===== config.mk =====
export PLATFORM = sky130hd
export DESIGN_NAME = etsc_top
export DESIGN_NICKNAME = d
export VERILOG_FILES = /design/src/rtl/etsc_pkg.sv /design/src/rtl/etsc_store_if.sv /design/src/rtl/etsc_setup_store.sv /design/src/rtl/etsc_top.sv
export SDC_FILE = /design/constraint.sdc
export NUM_CORES = 1
export LEC_CHECK = 0
export BUFFER_PORTS_ARGS = -buffer_cell sky130_fd_sc_hd__buf_4
export CAP_MARGIN = 20
export CELL_PAD_IN_SITES_DETAIL_PLACEMENT = 1
export CELL_PAD_IN_SITES_GLOBAL_PLACEMENT = 1
export CORE_AREA = 3 3 120 87
export DETAILED_ROUTE_END_ITERATION = 6
export DIE_AREA = 0 0 123 90
export PLACE_DENSITY_LB_ADDON = 0.15
export SLEW_MARGIN = 0
export SYNTH_ARGS = -nofsm -noshare
export SYNTH_HDL_FRONTEND = slang
export SYNTH_HIERARCHICAL = 1
export SYNTH_SLANG_ARGS = --single-unit

===== constraint.sdc =====
create_clock -name aclk -period 2.7 [get_ports aclk]
set_clock_uncertainty 0.1 [all_clocks]
set_input_delay 0.54 -clock aclk [delete_from_list [all_inputs] [get_ports aclk]]
set_output_delay 0.54 -clock aclk [all_outputs]
set_load 0.005 [all_outputs]

===== src/rtl/etsc_pkg.sv =====
// Purpose : Shared constants and types for the external trigger switch
// Assumes : AXI4-Lite register access, 32-bit data, 40 MHz aclk
// Notes   : All offsets and field positions live here
package etsc_pkg;

    // ------------------------------------------------------------------
    // Trigger modes
    // ------------------------------------------------------------------
    typedef enum logic [1:0] {
        ETSC_MODE_OFF     = 2'h0,
        ETSC_MODE_NEGEDGE = 2'h1,
        ETSC_MODE_FAULT   = 2'h2,
        ETSC_MODE_INHIBIT = 2'h3
    } etsc_mode_type;

    // ------------------------------------------------------------------
    // Register byte addresses
    // ------------------------------------------------------------------
    localparam logic [7:0] ETSC_ADDR_CONFIG = 8'h00;
    localparam logic [7:0] ETSC_ADDR_STATUS = 8'h04;
    localparam logic [7:0] ETSC_ADDR_MEMCMD = 8'h08;
    localparam logic [7:0] ETSC_ADDR_MEMSTS = 8'h0C;

    // CONFIG fields
    localparam int ETSC_CFG_PMODE_LSB = 0;
    localparam int ETSC_CFG_SMODE_LSB = 2;
    localparam int ETSC_CFG_AUTO_BIT  = 4;
    localparam int ETSC_CFG_MAN_BIT   = 5;
    localparam int ETSC_CFG_WIDTH     = 6;
    localparam logic [5:0] ETSC_CFG_RESET = 6'h10;

    // STATUS fields
    localparam int ETSC_ST_PLVL_BIT = 0;
    localparam int ETSC_ST_SLVL_BIT = 1;
    localparam int ETSC_ST_SEL_BIT  = 2;
    localparam int ETSC_ST_FLT_BIT  = 3;

    // MEMCMD fields: slot in [2:0], save in [4], recall in [5]
    localparam int ETSC_MC_SLOT_LSB = 0;
    localparam int ETSC_MC_SAVE_BIT = 4;
    localparam int ETSC_MC_RCL_BIT  = 5;

    // MEMSTS fields: valid bits [4:0], recall ok [8], recall fail [9]
    localparam int ETSC_MS_OK_BIT   = 8;
    localparam int ETSC_MS_FAIL_BIT = 9;

    // Setup store
    localparam int ETSC_SLOTS = 5;

    // AXI responses
    localparam logic [1:0] ETSC_RESP_OKAY   = 2'h0;
    localparam logic [1:0] ETSC_RESP_SLVERR = 2'h2;

endpackage


===== src/rtl/etsc_store_if.sv =====
// Purpose : Carries save and recall requests to the setup store
// Assumes : One request at most per cycle
// Notes   : Store answers a recall in the same cycle as the request
interface etsc_store_if;
    import etsc_pkg::*;
    logic       save;
    logic       recall;
    logic [2:0] slot;
    logic [5:0] cfg_in;
    logic [5:0] cfg_out;
    logic       hit;
    logic [4:0] valid;
    modport ctrl  (output save, output recall, output slot, output cfg_in,
                   input cfg_out, input hit, input valid);
    modport store (input save, input recall, input slot, input cfg_in,
                   output cfg_out, output hit, output valid);
endinterface


===== src/rtl/etsc_setup_store.sv =====
// Purpose : Five-slot configuration store with per-slot valid flags
// Assumes : Slot numbers 0 to 4; others are ignored
// Notes   : Contents hold across reset of the valid flags only
module etsc_setup_store
    import etsc_pkg::*;
(
    input  wire logic  aclk,
    input  wire logic  aresetn,
    etsc_store_if.store st
);

    // ------------------------------------------------------------------
    // Storage
    // ------------------------------------------------------------------
    logic [5:0] mem_reg  [ETSC_SLOTS];
    logic [5:0] mem_next [ETSC_SLOTS];
    logic [4:0] valid_reg;
    logic [4:0] valid_next;
    logic       in_range;

    assign in_range   = (st.slot < 3'(ETSC_SLOTS));
    assign st.valid   = valid_reg;
    assign st.cfg_out = in_range ? mem_reg[st.slot] : '0;
    // Hit only answers a recall, so a stale slot number cannot load
    assign st.hit     = st.recall && in_range && valid_reg[st.slot];

    // Per-slot write and valid flag
    genvar g;
    generate
        for (g = 0; g < ETSC_SLOTS; g++) begin : g_slot
            always_comb begin
                mem_next[g] = mem_reg[g];
                if (st.save && st.slot == 3'(g)) begin
                    mem_next[g] = st.cfg_in;
                end
            end
            always_ff @(posedge aclk) begin
                mem_reg[g] <= mem_next[g];
            end
        end
    endgenerate

    // Valid flags mark occupied slots
    always_comb begin
        valid_next = valid_reg;
        if (st.save && in_range) begin
            valid_next[st.slot] = 1'b1;
        end
    end

    always_ff @(posedge aclk) begin
        if (!aresetn) begin
            valid_reg <= '0;
        end else begin
            valid_reg <= valid_next;
        end
    end

endmodule


===== src/rtl/etsc_top.sv =====
// Purpose : External trigger control of a primary/secondary switch
// Assumes : Trigger inputs asynchronous; aclk 40 MHz; AXI4-Lite slave
// Notes   : signal_good inputs come from the stream evaluation logic

module etsc_top
    import etsc_pkg::*;
(
    input  wire logic        aclk,
    input  wire logic        aresetn,
    input  wire logic        primary_trigger_input,
    input  wire logic        secondary_trigger_input,
    input  wire logic        primary_signal_good,
    input  wire logic        secondary_signal_good,
    output logic             select_secondary,
    input  wire logic [7:0]  s_axi_awaddr,
    input  wire logic        s_axi_awvalid,
    output logic             s_axi_awready,
    input  wire logic [31:0] s_axi_wdata,
    input  wire logic [3:0]  s_axi_wstrb,
    input  wire logic        s_axi_wvalid,
    output logic             s_axi_wready,
    output logic [1:0]       s_axi_bresp,
    output logic             s_axi_bvalid,
    input  wire logic        s_axi_bready,
    input  wire logic [7:0]  s_axi_araddr,
    input  wire logic        s_axi_arvalid,
    output logic             s_axi_arready,
    output logic [31:0]      s_axi_rdata,
    output logic [1:0]       s_axi_rresp,
    output logic             s_axi_rvalid,
    input  wire logic        s_axi_rready
);

    // ------------------------------------------------------------------
    // Trigger synchronisers and edge detect
    // ------------------------------------------------------------------
    logic [1:0] trig_raw;
    logic [1:0] sync1_reg;
    logic [1:0] sync2_reg;
    logic [1:0] last_reg;
    logic [1:0] fall;

    assign trig_raw = {secondary_trigger_input, primary_trigger_input};

    // Two stages; only sync2 is evaluated, sync1 feeds nothing else
    always_ff @(posedge aclk) begin
        if (!aresetn) begin
            sync1_reg <= 2'b11;
            sync2_reg <= 2'b11;
            last_reg  <= 2'b11;
        end else begin
            sync1_reg <= trig_raw;
            sync2_reg <= sync1_reg;
            last_reg  <= sync2_reg;
        end
    end

    assign fall = last_reg & ~sync2_reg;

    // ------------------------------------------------------------------
    // Active configuration
    // ------------------------------------------------------------------
    logic [5:0]    cfg_reg;
    logic [5:0]    cfg_next;
    etsc_mode_type mode [2];
    logic          auto_en;
    logic          manual_sec;

    assign mode[0]    = etsc_mode_type'(cfg_reg[ETSC_CFG_PMODE_LSB +: 2]);
    assign mode[1]    = etsc_mode_type'(cfg_reg[ETSC_CFG_SMODE_LSB +: 2]);
    assign auto_en    = cfg_reg[ETSC_CFG_AUTO_BIT];
    assign manual_sec = cfg_reg[ETSC_CFG_MAN_BIT];

    // ------------------------------------------------------------------
    // Per-trigger mode decode
    // ------------------------------------------------------------------
    logic [1:0] t_edge;
    logic [1:0] t_fault;
    logic [1:0] t_inhibit;

    // Off mode leaves all three terms low, so the input is ignored
    genvar g;
    generate
        for (g = 0; g < 2; g++) begin : g_trig
            always_comb begin
                t_edge[g]    = 1'b0;
                t_fault[g]   = 1'b0;
                t_inhibit[g] = 1'b0;
                unique case (mode[g])
                    ETSC_MODE_OFF: begin
                    end
                    ETSC_MODE_NEGEDGE: begin
                        t_edge[g] = fall[g];
                    end
                    ETSC_MODE_FAULT: begin
                        t_fault[g] = ~sync2_reg[g];
                    end
                    ETSC_MODE_INHIBIT: begin
                        t_inhibit[g] = ~sync2_reg[g];
                    end
                endcase
            end
        end
    endgenerate

    // ------------------------------------------------------------------
    // Switch decision
    // ------------------------------------------------------------------
    logic sel_reg;
    logic sel_next;
    logic fault_now;
    logic inhibit_now;

    // Signal loss or a low fault trigger both count as a fault
    assign fault_now   = ~primary_signal_good | (|t_fault);
    assign inhibit_now = |t_inhibit;

    // Edge toggles the path; fault moves to secondary if it is good.
    // Inhibit freezes the path, so it outranks both.
    always_comb begin
        sel_next = sel_reg;
        if (inhibit_now) begin
            sel_next = sel_reg;
        end else if (|t_edge) begin
            sel_next = ~sel_reg;
        end else if (fault_now && secondary_signal_good) begin
            sel_next = 1'b1;
        end else if (!fault_now && auto_en) begin
            sel_next = manual_sec;
        end
    end

    always_ff @(posedge aclk) begin
        if (!aresetn) begin
            sel_reg <= 1'b0;
        end else begin
            sel_reg <= sel_next;
        end
    end

    assign select_secondary = sel_reg;

    // ------------------------------------------------------------------
    // Setup store
    // ------------------------------------------------------------------
    etsc_store_if st ();

    etsc_setup_store u_store (
        .aclk    (aclk),
        .aresetn (aresetn),
        .st      (st)
    );

    // ------------------------------------------------------------------
    // AXI4-Lite write path
    // ------------------------------------------------------------------
    logic        aw_have_reg;
    logic        aw_have_next;
    logic [7:0]  aw_addr_reg;
    logic [7:0]  aw_addr_next;
    logic        w_have_reg;
    logic        w_have_next;
    logic [31:0] w_data_reg;
    logic [31:0] w_data_next;
    logic        w_strb_reg;
    logic        w_strb_next;
    logic        bvalid_reg;
    logic        bvalid_next;
    logic [1:0]  bresp_reg;
    logic [1:0]  bresp_next;
    logic        wr_do;
    logic        mc_save_reg;
    logic        mc_save_next;
    logic        mc_rcl_reg;
    logic        mc_rcl_next;
    logic [2:0]  mc_slot_reg;
    logic [2:0]  mc_slot_next;
    logic        rcl_ok_reg;
    logic        rcl_ok_next;
    logic        rcl_fail_reg;
    logic        rcl_fail_next;

    assign s_axi_awready = !aw_have_reg && !bvalid_reg;
    assign s_axi_wready  = !w_have_reg && !bvalid_reg;
    assign s_axi_bvalid  = bvalid_reg;
    assign s_axi_bresp   = bresp_reg;
    assign wr_do         = aw_have_reg && w_have_reg;

    // Address and data may arrive in either order; commit when both held
    always_comb begin
        aw_have_next = aw_have_reg;
        aw_addr_next = aw_addr_reg;
        w_have_next  = w_have_reg;
        w_data_next  = w_data_reg;
        w_strb_next  = w_strb_reg;
        bvalid_next  = bvalid_reg;
        bresp_next   = bresp_reg;
        cfg_next     = cfg_reg;
        mc_save_next = 1'b0;
        mc_rcl_next  = 1'b0;
        mc_slot_next = mc_slot_reg;
        rcl_ok_next  = rcl_ok_reg;
        rcl_fail_next = rcl_fail_reg;
        if (s_axi_awvalid && s_axi_awready) begin
            aw_have_next = 1'b1;
            aw_addr_next = s_axi_awaddr;
        end
        if (s_axi_wvalid && s_axi_wready) begin
            w_have_next = 1'b1;
            w_data_next = s_axi_wdata;
            w_strb_next = s_axi_wstrb[0]; // Strobe belongs to the data beat
        end
        if (bvalid_reg && s_axi_bready) begin
            bvalid_next = 1'b0;
        end
        // Recall answers one cycle after its command
        if (mc_rcl_reg) begin
            rcl_ok_next  = st.hit;
            rcl_fail_next = !st.hit;
            if (st.hit) begin
                cfg_next = st.cfg_out;
            end
        end
        if (wr_do) begin
            aw_have_next = 1'b0;
            w_have_next  = 1'b0;
            bvalid_next  = 1'b1;
            bresp_next   = ETSC_RESP_OKAY;
            unique case (aw_addr_reg)
                ETSC_ADDR_CONFIG: begin
                    if (w_strb_reg) begin
                        cfg_next = w_data_reg[ETSC_CFG_WIDTH-1:0];
                    end
                end
                ETSC_ADDR_MEMCMD: begin
                    if (w_strb_reg) begin
                        mc_slot_next = w_data_reg[ETSC_MC_SLOT_LSB +: 3];
                        mc_save_next = w_data_reg[ETSC_MC_SAVE_BIT];
                        mc_rcl_next  = w_data_reg[ETSC_MC_RCL_BIT]
                                       && !w_data_reg[ETSC_MC_SAVE_BIT];
                    end
                end
                ETSC_ADDR_STATUS, ETSC_ADDR_MEMSTS: begin
                end
                default: begin
                    bresp_next = ETSC_RESP_SLVERR;
                end
            endcase
        end
    end

    always_ff @(posedge aclk) begin
        if (!aresetn) begin
            aw_have_reg  <= 1'b0;
            aw_addr_reg  <= '0;
            w_have_reg   <= 1'b0;
            w_data_reg   <= '0;
            w_strb_reg   <= 1'b0;
            bvalid_reg   <= 1'b0;
            bresp_reg    <= ETSC_RESP_OKAY;
            cfg_reg      <= ETSC_CFG_RESET;
            mc_save_reg  <= 1'b0;
            mc_rcl_reg   <= 1'b0;
            mc_slot_reg  <= '0;
            rcl_ok_reg   <= 1'b0;
            rcl_fail_reg <= 1'b0;
        end else begin
            aw_have_reg  <= aw_have_next;
            aw_addr_reg  <= aw_addr_next;
            w_have_reg   <= w_have_next;
            w_data_reg   <= w_data_next;
            w_strb_reg   <= w_strb_next;
            bvalid_reg   <= bvalid_next;
            bresp_reg    <= bresp_next;
            cfg_reg      <= cfg_next;
            mc_save_reg  <= mc_save_next;
            mc_rcl_reg   <= mc_rcl_next;
            mc_slot_reg  <= mc_slot_next;
            rcl_ok_reg   <= rcl_ok_next;
            rcl_fail_reg <= rcl_fail_next;
        end
    end

    // Save copies the whole active setup into the chosen slot
    assign st.save   = mc_save_reg;
    assign st.recall = mc_rcl_reg;
    assign st.slot   = mc_slot_reg;
    assign st.cfg_in = cfg_reg;

    // ------------------------------------------------------------------
    // AXI4-Lite read path
    // ------------------------------------------------------------------
    logic        rvalid_reg;
    logic        rvalid_next;
    logic [31:0] rdata_reg;
    logic [31:0] rdata_next;
    logic [1:0]  rresp_reg;
    logic [1:0]  rresp_next;

    assign s_axi_arready = !rvalid_reg;
    assign s_axi_rvalid  = rvalid_reg;
    assign s_axi_rdata   = rdata_reg;
    assign s_axi_rresp   = rresp_reg;

    // Status reads show live trigger levels and the switch position
    always_comb begin
        rvalid_next = rvalid_reg;
        rdata_next  = rdata_reg;
        rresp_next  = rresp_reg;
        if (rvalid_reg && s_axi_rready) begin
            rvalid_next = 1'b0;
        end
        if (s_axi_arvalid && s_axi_arready) begin
            rvalid_next = 1'b1;
            rdata_next  = '0;
            rresp_next  = ETSC_RESP_OKAY;
            unique case (s_axi_araddr)
                ETSC_ADDR_CONFIG: begin
                    rdata_next[ETSC_CFG_WIDTH-1:0] = cfg_reg;
                end
                ETSC_ADDR_STATUS: begin
                    rdata_next[ETSC_ST_PLVL_BIT] = sync2_reg[0];
                    rdata_next[ETSC_ST_SLVL_BIT] = sync2_reg[1];
                    rdata_next[ETSC_ST_SEL_BIT]  = sel_reg;
                    rdata_next[ETSC_ST_FLT_BIT]  = fault_now;
                end
                ETSC_ADDR_MEMCMD: begin
                    rdata_next[ETSC_MC_SLOT_LSB +: 3] = mc_slot_reg;
                end
                ETSC_ADDR_MEMSTS: begin
                    rdata_next[ETSC_SLOTS-1:0]   = st.valid;
                    rdata_next[ETSC_MS_OK_BIT]   = rcl_ok_reg;
                    rdata_next[ETSC_MS_FAIL_BIT] = rcl_fail_reg;
                end
                default: begin
                    rresp_next = ETSC_RESP_SLVERR;
                end
            endcase
        end
    end

    always_ff @(posedge aclk) begin
        if (!aresetn) begin
            rvalid_reg <= 1'b0;
            rdata_reg  <= '0;
            rresp_reg  <= ETSC_RESP_OKAY;
        end else begin
            rvalid_reg <= rvalid_next;
            rdata_reg  <= rdata_next;
            rresp_reg  <= rresp_next;
        end
    end
endmodule


# [Yosys cells after proc, flatten, opt, wreduce, memory -nomap -nowiden]
# Memories as Yosys holds them, arrays and structs flattened. A register that Yosys moved wholly into a read port is not among the register bits.
# Index checks and enable logic that the tools add are counted.
[classes] magnitude_cmp=3 n_eq_ne=21 muxes=49 bitwise=10 reduce_logical=46
[ops] operator="$mux W6" n=15
[ops] operator="$eq A8 B4 Y1 const B" n=4
[ops] operator="$reduce_or A6 Y1" n=4
[ops] operator="$logic_and A1 B1 Y1" n=20
[ops] operator="$mux W1" n=20
[ops] operator="$mux W3" n=6
[ops] operator="$eq A8 B3 Y1 const B" n=2
[ops] operator="$logic_not A8 Y1" n=2
[ops] operator="$pmux W3 S4" n=1
[ops] operator="$eq A2 B2 Y1 const B" n=4
[ops] operator="$reduce_or A2 Y1" n=4
[ops] operator="$reduce_or A4 Y1" n=2
[ops] operator="$logic_not A1 Y1" n=7
[ops] operator="$eq A3 B2 Y1 const B" n=2
[ops] operator="$mux W2" n=3
[ops] operator="$not A1 Y1" n=6
[ops] operator="$ne A1 B1 Y1 const B" n=5
[ops] operator="$or A5 B5 Y5" n=1
[ops] operator="$eq A2 B1 Y1 const B" n=2
[ops] operator="$lt A3 B4 Y1 const B" n=1
[ops] operator="$reduce_and A4 Y1" n=1
[ops] operator="$reduce_bool A2 Y1" n=2
[ops] operator="$bmux W1 S3" n=1
[ops] operator="$demux W1 S3" n=1
[ops] operator="other kinds (13)" n=13
[totals] reg_bits=56 mem_bits_rw=30 in_bits=63 output_inout_bits=42 wordCells=151 n_memories=1
[memory_table] name="u_store.mem_reg" depth=5 width=6 read_ports=1 rd_clocked_by_memory_dff=1 write_ports=1 line="etsc_setup_store.sv:15" rtl="logic [5:0] mem_reg [ETSC_SLOTS];"

# [Depth between registers and ports, before layout]
# Gate-level depths: netlist (run 1).
[depth] ltp_word=9 mapped_depth=8 depth_no_buf=7

# [Hierarchy]
# Netlist (run 1), hierarchy kept.
[modules_own_cells] module="etsc_top" instances=1 cells_each=251 area_per_inst_um2=2183.3 seq_area_each_um2=980.9
[modules_own_cells] module="etsc_setup_store" instances=1 cells_each=85 area_per_inst_um2=1438.9 seq_area_each_um2=1001.0

# [Worst setup path before layout (run 1)]
# OpenSTA, ideal clock, no wires.
[synth_timing] path_kind="reg2reg" startpoint="reg mc_slot_reg[2]" endpoint="reg cfg_reg[0]" setup_time_ns=0.123 arrival_ns=1.769 t_required_ns=2.477 slack_ns=0.708 stages_incl_launch_ff=9 n_path_buf=2 period_less_slack_ns=1.992 cell_sequence="dfxtp_1 -> buf_6 -> buf_6 -> or4b_1 -> nand3_1 -> nand2_1 -> mux2_2 -> nand3_1 -> o21ai_0"
[synth_between] elab_chain_len=8 elab_cells_between_ends=11 cone_classes="1 x order compare; 8 x mux; 2 x reduce/logical"
[synth_lines] element="start: declaration" line="etsc_top.sv:176" rtl="logic [2:0] mc_slot_reg;"
[synth_lines] element="start signal: assignment" line="etsc_top.sv:278" rtl="mc_slot_reg <= mc_slot_next;"
[synth_lines] element="$bmux W1 S3 or $lt A3 B3 Y1 (tied branches)" line="etsc_setup_store.sv:25, etsc_setup_store.sv:21"
[synth_lines] element="$mux W1 (not written as such) or $logic_and A1 B1 Y1 (tied branches)" line="etsc_setup_store.sv:25" rtl="assign st.hit = st.recall && in_range && valid_reg[st.slot];"
[synth_lines] element="$logic_and A1 B1 Y1 *" line="etsc_setup_store.sv:25"
[synth_lines] element="via st.hit" line="etsc_store_if.sv:11" rtl="logic hit;"
[synth_lines] element="$mux W6 *" line="etsc_top.sv:220" rtl="if (st.hit) begin"
[synth_lines] element="$mux W6 *" line="etsc_top.sv:217" rtl="if (mc_rcl_reg) begin"
[synth_lines] element="$mux W6" line="etsc_top.sv:231" rtl="if (w_strb_reg) begin"
[synth_lines] element="$mux W6" line="etsc_top.sv:229" rtl="unique case (aw_addr_reg)"
[synth_lines] element="$mux W6 *" line="etsc_top.sv:224" rtl="if (wr_do) begin"
[synth_lines] element="end signal: assignment" line="etsc_top.sv:275" rtl="cfg_reg <= cfg_next;"
[synth_lines] element="end: declaration" line="etsc_top.sv:63" rtl="logic [5:0] cfg_reg;"
# The timed path passes the listed nets; every way through them passes the cells marked *. The select of a mux whose other input is x is not followed.
# A chain may end at the register's enable or synchronous reset.

# [Worst setup path after layout (run 1)]
[layout_timing] startpoint="reg mc_slot_reg[0]" endpoint="reg cfg_reg[0]"
# The elaborated chain is that of the path after synthesis.

==> impl_metrics.json, run 1 <==
{
  "ys_warn_count": 6,
  "crit_fanout": 9,
  "setup_tns_ns": 0,
  "routabilityCongestion": 0.758,
  "drc": 0,
  "swShare_pct": 20.4,
  "firstDrtPassIters": 4,
  "core_area_um2": 9180,
  "fmax_mhz": 439,
  "synth-seq-cells": 84,
  "grt_setup_unrepaired": "false",
  "num_vias": 2602,
  "dieArea_um2": 11100,
  "start_util_pct": 39.5,
  "cts-root-buf": "clkbuf_16",
  "grt_usage_pct": 16.9,
  "overflow": 0,
  "die_y_um": 90,
  "synth_flop_cell": "dfxtp_1",
  "yosysMostFrequentCell": "dfxtp_1",
  "cts.sinks": 84,
  "clk_latency_ns": 0.34,
  "cts_tree": "built",
  "crit_path_start": "mc_slot_reg[0]$_SDFFE_PN0P_",
  "avgViaCountPerCell": 5.03,
  "ff2ff_path_depth": 7,
  "synth_edf_count": 30,
  "wl_per_cell_um": 17.4,
  "async_reset_ff_share_pct": 0,
  "grt_pass1_vias": 2685,
  "min_path_type": "in -> reg",
  "placed_area_um2": 4020,
  "fp-row-count": 29,
  "final_max_slew_viol_count": 0,
  "peakVddDrop_uv": 374,
  "setup_viol": 0,
  "die_w_um": 123,
  "layout_min_cycle_time_ns": 2.28,
  "cts_max_level": 3,
  "arrival_ns": 2.39,
  "wirelength_um": 8980,
  "maxCapViolCount": 0,
  "worstMarginPinSlew_ns": 0.707,
  "ys_top_cells_by_count": "54 x dfxtp_1, 33 x nand2_1, 30 x edfxtp_1, 30 x nor2_1, 28 x buf_4",
  "r2r_end": "cfg_reg[0]$_SDFF_PN0_",
  "io_pins": 105,
  "netlist_top_cells_area": "dfxtp_1 30%, edfxtp_1 25%, buf_4 5.8%",
  "hold_viol": 0,
  "crit_chain": "buf_4, or4b_1, nand3_1, nand2_1, mux2_2, nand3_1, o21ai_0",
  "synth_top_area_share_pct": 29.8,
  "reg2reg_from": "mc_slot_reg[0]$_SDFFE_PN0P_",
  "drtIter0Drc": 145,
  "comb_power_share_pct": 5.7,
  "fin_nets": 451,
  "pwr-share-clk_pct": 47.6,
  "grt_pass1_wl_um": 14400,
  "synth_top_area_cell": "dfxtp_1",
  "p_per_area_nw_per_um2": 664,
  "period_share_pct": 84.3,
  "crit_path_frequent_cell": "nand3_1",
  "maxSlewHeadroom_pct": 52.8,
  "ys_seq_area_share_pct": 54.7,
  "leakagePower_nw": 1.70,
  "cts_buffer_depth": 2,
  "postCtsHoldBufs": 0,
  "cts_buffers": 9,
  "status": "complete, no violations",
  "clk_pin_slew_ns": 0.06,
  "holdPathEnd": "s_axi_rvalid$_SDFFE_PN0P_",
  "power.total_mw": 2.89,
  "netlist_area_um2": 3620,
  "worst_path_max_delay_cell": "or4b_1",
  "power_switching_mw": 0.589,
  "antenna_found_initial": 0,
  "min_path_cells": 2,
  "cp_slowest_stage_delay_ns": 0.51,
  "final_antenna_net_count": 0,
  "critPathLaunchType": "flop",
  "r2r_slack_ns": 0.42,
  "grt_max_degree": 26,
  "diodes": 0,
  "finish.utilization_pct": 47.4,
  "post_cts_buffers": 0,
  "seqPwrFrac_pct": 46.7,
  "io_buffers": 49,
  "worstSetupPathType": "reg -> reg",
  "dp_hpwl_um": 6390,
  "p_int_mw": 2.30,
  "syn_to_final_growth_pct": 20.1,
  "required_ns": 2.81,
  "largest_reg_flops": 30,
  "endpoint_kind": "flop",
  "worstHoldStart": "s_axi_rready",
  "drive_gt1_share_pct": 22.4,
  "syn_avg_cell_area_um2": 10.8,
  "synthDistinctLibCells": 49,
  "cts_repair_resize_count": 0,
  "hold_ws_ns": 0.285,
  "syn_inst": 336,
  "final_area_um2": 4350
}
critical path: cells and delay by family, from the launching register on:
family,cells,cell delay [ns]
AND/OR/NAND/NOR,4,1.00
buffers and inverters,1,0.21
multiplexers,1,0.35
AO/OA/AOI/OAI,1,0.10
flip-flops,1,0.39
metrics by stage:
| stage | instances | setup slack [ns] |
|---|---|---|
| floorplan | 361 | 0.708 |
| global placement | 501 | 0.469 |
| global route | 517 | 0.301 |
| CTS | 517 | 0.424 |
| finish | 517 | 0.423 |
| detailed placement | 501 | 0.434 |
layout by cell type (no fill, tap or decap), types with 5 or more instances in the layout:
cell,netlist,layout
edfxtp_1,30,30
a21oi_1,22,22
clkbuf_16,0,9
conb_1,1,26
inv_1,5,5
a221o_1,5,5
nor2_1,30,30
o21ai_0,9,9
nand3_1,16,16
nand2b_1,9,9
dfxtp_1,54,54
buf_4,28,57
mux2_2,7,7
nand2_1,33,33
o21a_1,5,5
mux2i_1,16,16
nand4_1,5,5
kinds of logic (layout without fill, tap and decap cells):
kind of cell / Yosys count / after routing / share of synthesized area, %
AO/OA/AOI/OAI: 55 / 55 / 9.71
buffers and inverters: 47 / 79 / 8.32
flip-flops: 84 / 84 / 54.7
multiplexers: 26 / 26 / 8.46
other: 1 / 26 / 0.104
AND/OR/NAND/NOR: 123 / 123 / 18.7
power groups by stage:
stage | registers [mW] | clock network (mW) | logic [mW]
after global routing | 1.35 | 1.46 | 0.187
final | 1.35 | 1.38 | 0.165
after detailed placement | 1.38 | 0 | 0.165
after floorplan | 1.37 | 0 | 0.118
after global placement | 1.38 | 0 | 0.162
after CTS | 1.35 | 1.41 | 0.166
layout make-up:
cell class                      instances  area, µm²
Multi-Input combinational cell        230       1430
Fill cell                            1017       4830
Sequential cell                        84       1980
Inverter                                6       22.5
Clock inverter                          6        103
Tap cell                              124        155
Clock buffer                           10        229
Timing Repair Buffer                   57        428
how the worst max path moves through the flow:
stage                            end
2_1_floorplan  cfg_reg[0]$_SDFF_PN0_
3_3_place_gp   cfg_reg[2]$_SDFF_PN0_
3_5_place_dp   cfg_reg[0]$_SDFF_PN0_
4_1_cts        cfg_reg[0]$_SDFF_PN0_
5_1_grt        cfg_reg[2]$_SDFF_PN0_
6_report       cfg_reg[0]$_SDFF_PN0_
layer usage:
metal	global-route usage (%)	wire, µm
met5	0	0
met4	5.35	97
met3	4.96	763
met2	24.2	3840
met1	24.5	4280
(Power assumes the default switching activity.)
==> run 2: changes to the inputs <==
- CORE_AREA: 3 3 120 87 -> 3 3 126 92
- DIE_AREA: 0 0 123 90 -> 0 0 129 95
- clock period: 2.7 -> 2 ns (I/O delays scaled with it)
==> impl_metrics.json, run 2 (synthesized netlist as in run 1, its figures left out) <==
{
  "status": "complete, no violations",
  "p_per_area_nw_per_um2": 805,
  "die_y_um": 95,
  "fin_nets": 468,
  "peakVddDrop_uv": 427,
  "critPathLaunchType": "flop",
  "worst_path_max_delay_cell": "or3b_2",
  "fp-row-count": 31,
  "die_w_um": 129,
  "required_ns": 2.10,
  "io_buffers": 49,
  "post_cts_buffers": 0,
  "endpoint_kind": "flop",
  "cts.sinks": 84,
  "largest_reg_flops": 30,
  "arrival_ns": 1.98,
  "finish.utilization_pct": 43.1,
  "overflow": 0,
  "final_max_slew_viol_count": 0,
  "setup_viol": 0,
  "routabilityCongestion": 0.790,
  "layout_min_cycle_time_ns": 1.88,
  "wirelength_um": 9160,
  "crit_fanout": 6,
  "leakagePower_nw": 1.76,
  "diodes": 0,
  "grt_setup_unrepaired": "false",
  "cts_buffer_depth": 2,
  "drive_gt1_share_pct": 26.3,
  "period_share_pct": 94.2,
  "drc": 0,
  "io_pins": 105,
  "core_area_um2": 10300,
  "final_antenna_net_count": 0,
  "syn_to_final_growth_pct": 22.8,
  "clk_latency_ns": 0.33,
  "grt_pass1_wl_um": 14600,
  "final_common_cell": "buf_4",
  "cts_buffers": 9,
  "cts-root-buf": "clkbuf_16",
  "reg2reg_from": "mc_slot_reg[2]$_SDFFE_PN0P_",
  "start_util_pct": 35.1,
  "min_path_type": "in -> reg",
  "fmax_mhz": 531,
  "final_cell_mix": "73 x buf_4, 52 x dfxtp_1, 32 x nand2_1",
  "dieArea_um2": 12300,
  "drtIter0Drc": 117,
  "maxCapViolCount": 0,
  "hold_viol": 0,
  "grt_max_degree": 25,
  "crit_path_start": "mc_slot_reg[2]$_SDFFE_PN0P_",
  "wl_per_cell_um": 16.9,
  "grt_pass1_vias": 2698,
  "avgViaCountPerCell": 4.93,
  "worstSetupPathType": "reg -> reg",
  "antenna_found_initial": 0,
  "worstHoldStart": "s_axi_rready",
  "cts_max_level": 3,
  "dp_hpwl_um": 6740,
  "grt_usage_pct": 15.8,
  "setup_tns_ns": 0,
  "crit_chain": "nand2b_4, or3b_2, nand3_1, nand2_2, buf_4, nand2_1, and3_1, o21ai_0",
  "firstDrtPassIters": 4,
  "cts_tree": "built",
  "cp_slowest_stage_delay_ns": 0.43,
  "num_vias": 2670,
  "clk_pin_slew_ns": 0.06
}
==> run 2: where the power goes <==
part | total (mW) | switching (mW) | internal [mW]
logic | 0.237 | 0.122 | 0.115
clock network | 1.52 | 0.615 | 0.906
registers | 1.82 | 0.0284 | 1.79
==> run 2: through the flow <==
stage	instances	power (mW)	setup slack (ns)	area, µm²	hold slack (ns)
finish	542	3.58	0.115	4450	0.146
global route	542	3.74	0.0330	4450	0.144
CTS	542	3.64	0.00440	4440	0.133
detailed placement	526	2.10	0.0147	4160	0.303
global placement	526	2.09	0.0585	4160	0.290
floorplan	361	2.01	0.00828	3720	0.286
==> run 2: final cells by class <==
type | count | area, µm²
Fill cell | 1159 | 5870
Sequential cell | 84 | 1980
Multi-Input combinational cell | 230 | 1440
Timing Repair Buffer | 74 | 559
Clock buffer | 14 | 264
Tap cell | 132 | 165
Inverter | 6 | 22.5
Clock inverter | 2 | 10.0
==> run 2: final timing paths <==
check | cells after the start | slack, ns | to
hold reg to reg | 1 | 0.31 | sync2_reg[1]$_SDFF_PN1_
hold / removal | 2 | 0.15 | s_axi_rvalid$_SDFFE_PN0P_
setup reg to reg | 8 | 0.12 | cfg_reg[4]$_SDFF_PN1_
setup / recovery | 8 | 0.12 | cfg_reg[4]$_SDFF_PN1_
==> run 2: what timing repair did <==
item,in CTS,in global routing
setup endpoints to repair,1,6
hold endpoints to repair,0,0
hold buffers,0,0
resized for setup,1,4
==> run 2: per-layer routing <==
layer	up-vias	GRT usage [%]	share of wire, %
met5	-	0	0
met4	0	4.37	0.60
met3	6	4.80	8.1
met2	79	22.6	43
met1	1285	22.9	48
li1	1300	-	-
==> run 2: worst max-delay path, delay by kind of cell, from the launching register on <==
family / cells / cell delay (ns)
AOI/OAI and AO/OA: 1 / 0.07
DFF: 1 / 0.37
and+or+nand+nor: 6 / 1.02
buffers and inverters: 1 / 0.17
==> run 3: changes to the inputs <==
- ABC_AREA: unset -> 1
- CORE_AREA: 3 3 126 92 -> 3 3 130 94
- DIE_AREA: 0 0 129 95 -> 0 0 133 97
- clock period: 2 -> 1.7 ns (I/O delays scaled with it)
==> impl_metrics.json, run 3 <==
{
  "status": "complete, no violations",
  "placed_area_um2": 4300,
  "crit_path_frequent_cell": "nand2_1",
  "synthDistinctLibCells": 32,
  "crit_fanout": 5,
  "cp_num_buf_inv": 3,
  "synth-seq-cells": 84,
  "ys_seq_area_share_pct": 52.9,
  "hold_viol": 0,
  "routabilityCongestion": 0.763,
  "dieArea_um2": 12900,
  "leakagePower_nw": 2.01,
  "arrival_ns": 1.80,
  "r2r_end": "cfg_reg[1]$_SDFF_PN0_",
  "core_area_um2": 11000,
  "yosysMostFrequentCell": "nand2_1",
  "async_reset_ff_share_pct": 0,
  "cts_tree": "built",
  "ys_warn_count": 6,
  "r2r_slack_ns": 0.03,
  "die_y_um": 97,
  "syn_to_final_growth_pct": 25.4,
  "clk_pin_slew_ns": 0.07,
  "ff2ff_path_depth": 12,
  "critPathLaunchType": "flop",
  "grt_usage_pct": 15.8,
  "cts_max_level": 3,
  "grt_pass1_vias": 3151,
  "start_util_pct": 34.0,
  "clk_latency_ns": 0.34,
  "firstDrtPassIters": 4,
  "diodes": 0,
  "overflow": 0,
  "finish.utilization_pct": 42.6,
  "required_ns": 1.83,
  "p_per_area_nw_per_um2": 944,
  "path_depth": 12,
  "grt_max_degree": 23,
  "fin_nets": 582,
  "grt_pass1_wl_um": 16100,
  "worstSetupPathType": "reg -> reg",
  "final_max_slew_viol_count": 0,
  "die_w_um": 133,
  "final_area_um2": 4690,
  "netlist_area_um2": 3740,
  "final_common_cell": "nand2_1",
  "fp-row-count": 32,
  "fill_cells": 1311,
  "wirelength_um": 10000,
  "setup_tns_ns": 0,
  "worst_path_max_delay_cell": "dfxtp_4",
  "crit_chain": "buf_6, nand2_2, nand2_1, nand2_1, nand2_1, a21oi_2, nand2_1, inv_2, clkbuf_16, o21ai_1, o21ai_1, a21oi_2",
  "final_cell_mix": "113 x nand2_1, 69 x buf_4, 51 x dfxtp_1",
  "power.total_mw": 4.43,
  "synth_edf_count": 30,
  "grt_setup_unrepaired": "true",
  "avgViaCountPerCell": 4.47,
  "ys_top_cells_by_count": "121 x nand2_1, 54 x dfxtp_1, 42 x inv_1",
  "largest_reg_flops": 30,
  "crit_path_start": "mc_slot_reg[0]$_SDFFE_PN0P_",
  "cts-root-buf": "clkbuf_16",
  "fmax_mhz": 600,
  "endpoint_kind": "flop",
  "min_path_type": "in -> reg",
  "cts_buffer_depth": 2,
  "drive_gt1_share_pct": 25.8,
  "reg2reg_from": "mc_slot_reg[0]$_SDFFE_PN0P_",
  "peakVddDrop_uv": 555,
  "dp_hpwl_um": 7590,
  "io_buffers": 49,
  "period_share_pct": 98.1,
  "dp_slack_ns": 0.0237,
  "syn_inst": 448,
  "cts.sinks": 84,
  "maxCapViolCount": 0,
  "drc": 0,
  "synth_top_area_share_pct": 28.9,
  "synth_top_area_cell": "dfxtp_1",
  "critPathCapture": "cfg_reg[1]$_SDFF_PN0_",
  "antenna_found_initial": 0,
  "num_vias": 3025,
  "layout_min_cycle_time_ns": 1.67,
  "setup_viol": 0,
  "wl_per_cell_um": 14.8,
  "cp_top_family": "buffers and inverters",
  "syn_avg_cell_area_um2": 8.36,
  "cts_buffers": 9,
  "io_pins": 105,
  "finalWorstSetupSlack_ns": 0.0324,
  "synth_flop_cell": "dfxtp_1",
  "drtIter0Drc": 110,
  "netlist_top_cells_area": "dfxtp_1 29%, edfxtp_1 24%, nand2_1 12%",
  "final_antenna_net_count": 0,
  "cp_slowest_stage_delay_ns": 0.36
}
## run 3: where the power goes
group	internal [mW]	leakage, nW	switching (mW)
registers	2.13	0.676	0.0346
logic	0.137	1.20	0.185
clock network	1.14	0.143	0.811
## run 3: cell families (layout without fill, tap and decap cells)
| group | count (synthesis) | in the layout | share of synthesized area (%) |
|---|---|---|---|
| AOI/OAI and AO/OA | 77 | 77 | 10.9 |
| buffers and inverters | 84 | 135 | 12.0 |
| DFF | 84 | 84 | 52.9 |
| other | 1 | 26 | 0.100 |
| and+or+nand+nor | 202 | 202 | 24.2 |
## run 3: routing by layer
layer | vias to the layer above | routed length (µm) | track usage [%] | part of all wire [%]
li1 | 1528 | - | - | -
met1 | 1439 | 5080 | 22.0 | 51
met2 | 49 | 4390 | 23.7 | 44
met3 | 9 | 439 | 4.99 | 4.4
met4 | 0 | 110 | 3.91 | 1.1
met5 | - | 0 | 0 | 0
## run 3: worst register-to-register path, stage by stage, from the launching register on
cell       delay, ns
dfxtp_4         0.36
buf_6           0.13
nand2_2         0.05
nand2_1         0.04
nand2_1         0.05
nand2_1         0.07
a21oi_2         0.13
nand2_1         0.09
inv_2           0.14
clkbuf_16       0.17
o21ai_1         0.06
o21ai_1         0.15
a21oi_2         0.04
## run 3: per-stage QoR
step | hold slack [ns] | cells
after floorplan | 0.292 | 473
after global placement | 0.296 | 659
after detailed placement | 0.328 | 659
after CTS | 0.0752 | 675
after global routing | 0.0794 | 677
final | 0.0883 | 677
## run 3: how the worst min path moves through the flow
stage,start,to,slack (ns),cells after the start
floorplan,sync1_reg[1]$_SDFF_PN1_,sync2_reg[1]$_SDFF_PN1_,0.29,1
global placement,sync1_reg[1]$_SDFF_PN1_,sync2_reg[1]$_SDFF_PN1_,0.30,1
detailed placement,sync1_reg[0]$_SDFF_PN1_,sync2_reg[0]$_SDFF_PN1_,0.33,1
CTS,secondary_trigger_input,sync1_reg[1]$_SDFF_PN1_,0.08,2
global route,secondary_trigger_input,sync1_reg[1]$_SDFF_PN1_,0.08,2
finish,secondary_trigger_input,sync1_reg[1]$_SDFF_PN1_,0.09,2
## run 3: final cells by class
type | count | area (µm²) | share of cell area, %
clock buffer | 10 | 229 | 4.88
clock inverter | 6 | 65.1 | 1.39
inverter | 46 | 181 | 3.86
multi-input combinational | 305 | 1450 | 31.0
sequential | 84 | 1990 | 42.4
tap | 153 | 191 | 4.08
timing repair buffer | 73 | 586 | 12.5
## run 3: what timing repair did
item	4_1_cts	5_1_grt
hold buffers	0	0
resized for setup	1	31
gates cloned	0	1
setup endpoints to repair	1	30
setup buffers	0	1
pin swaps	0	10
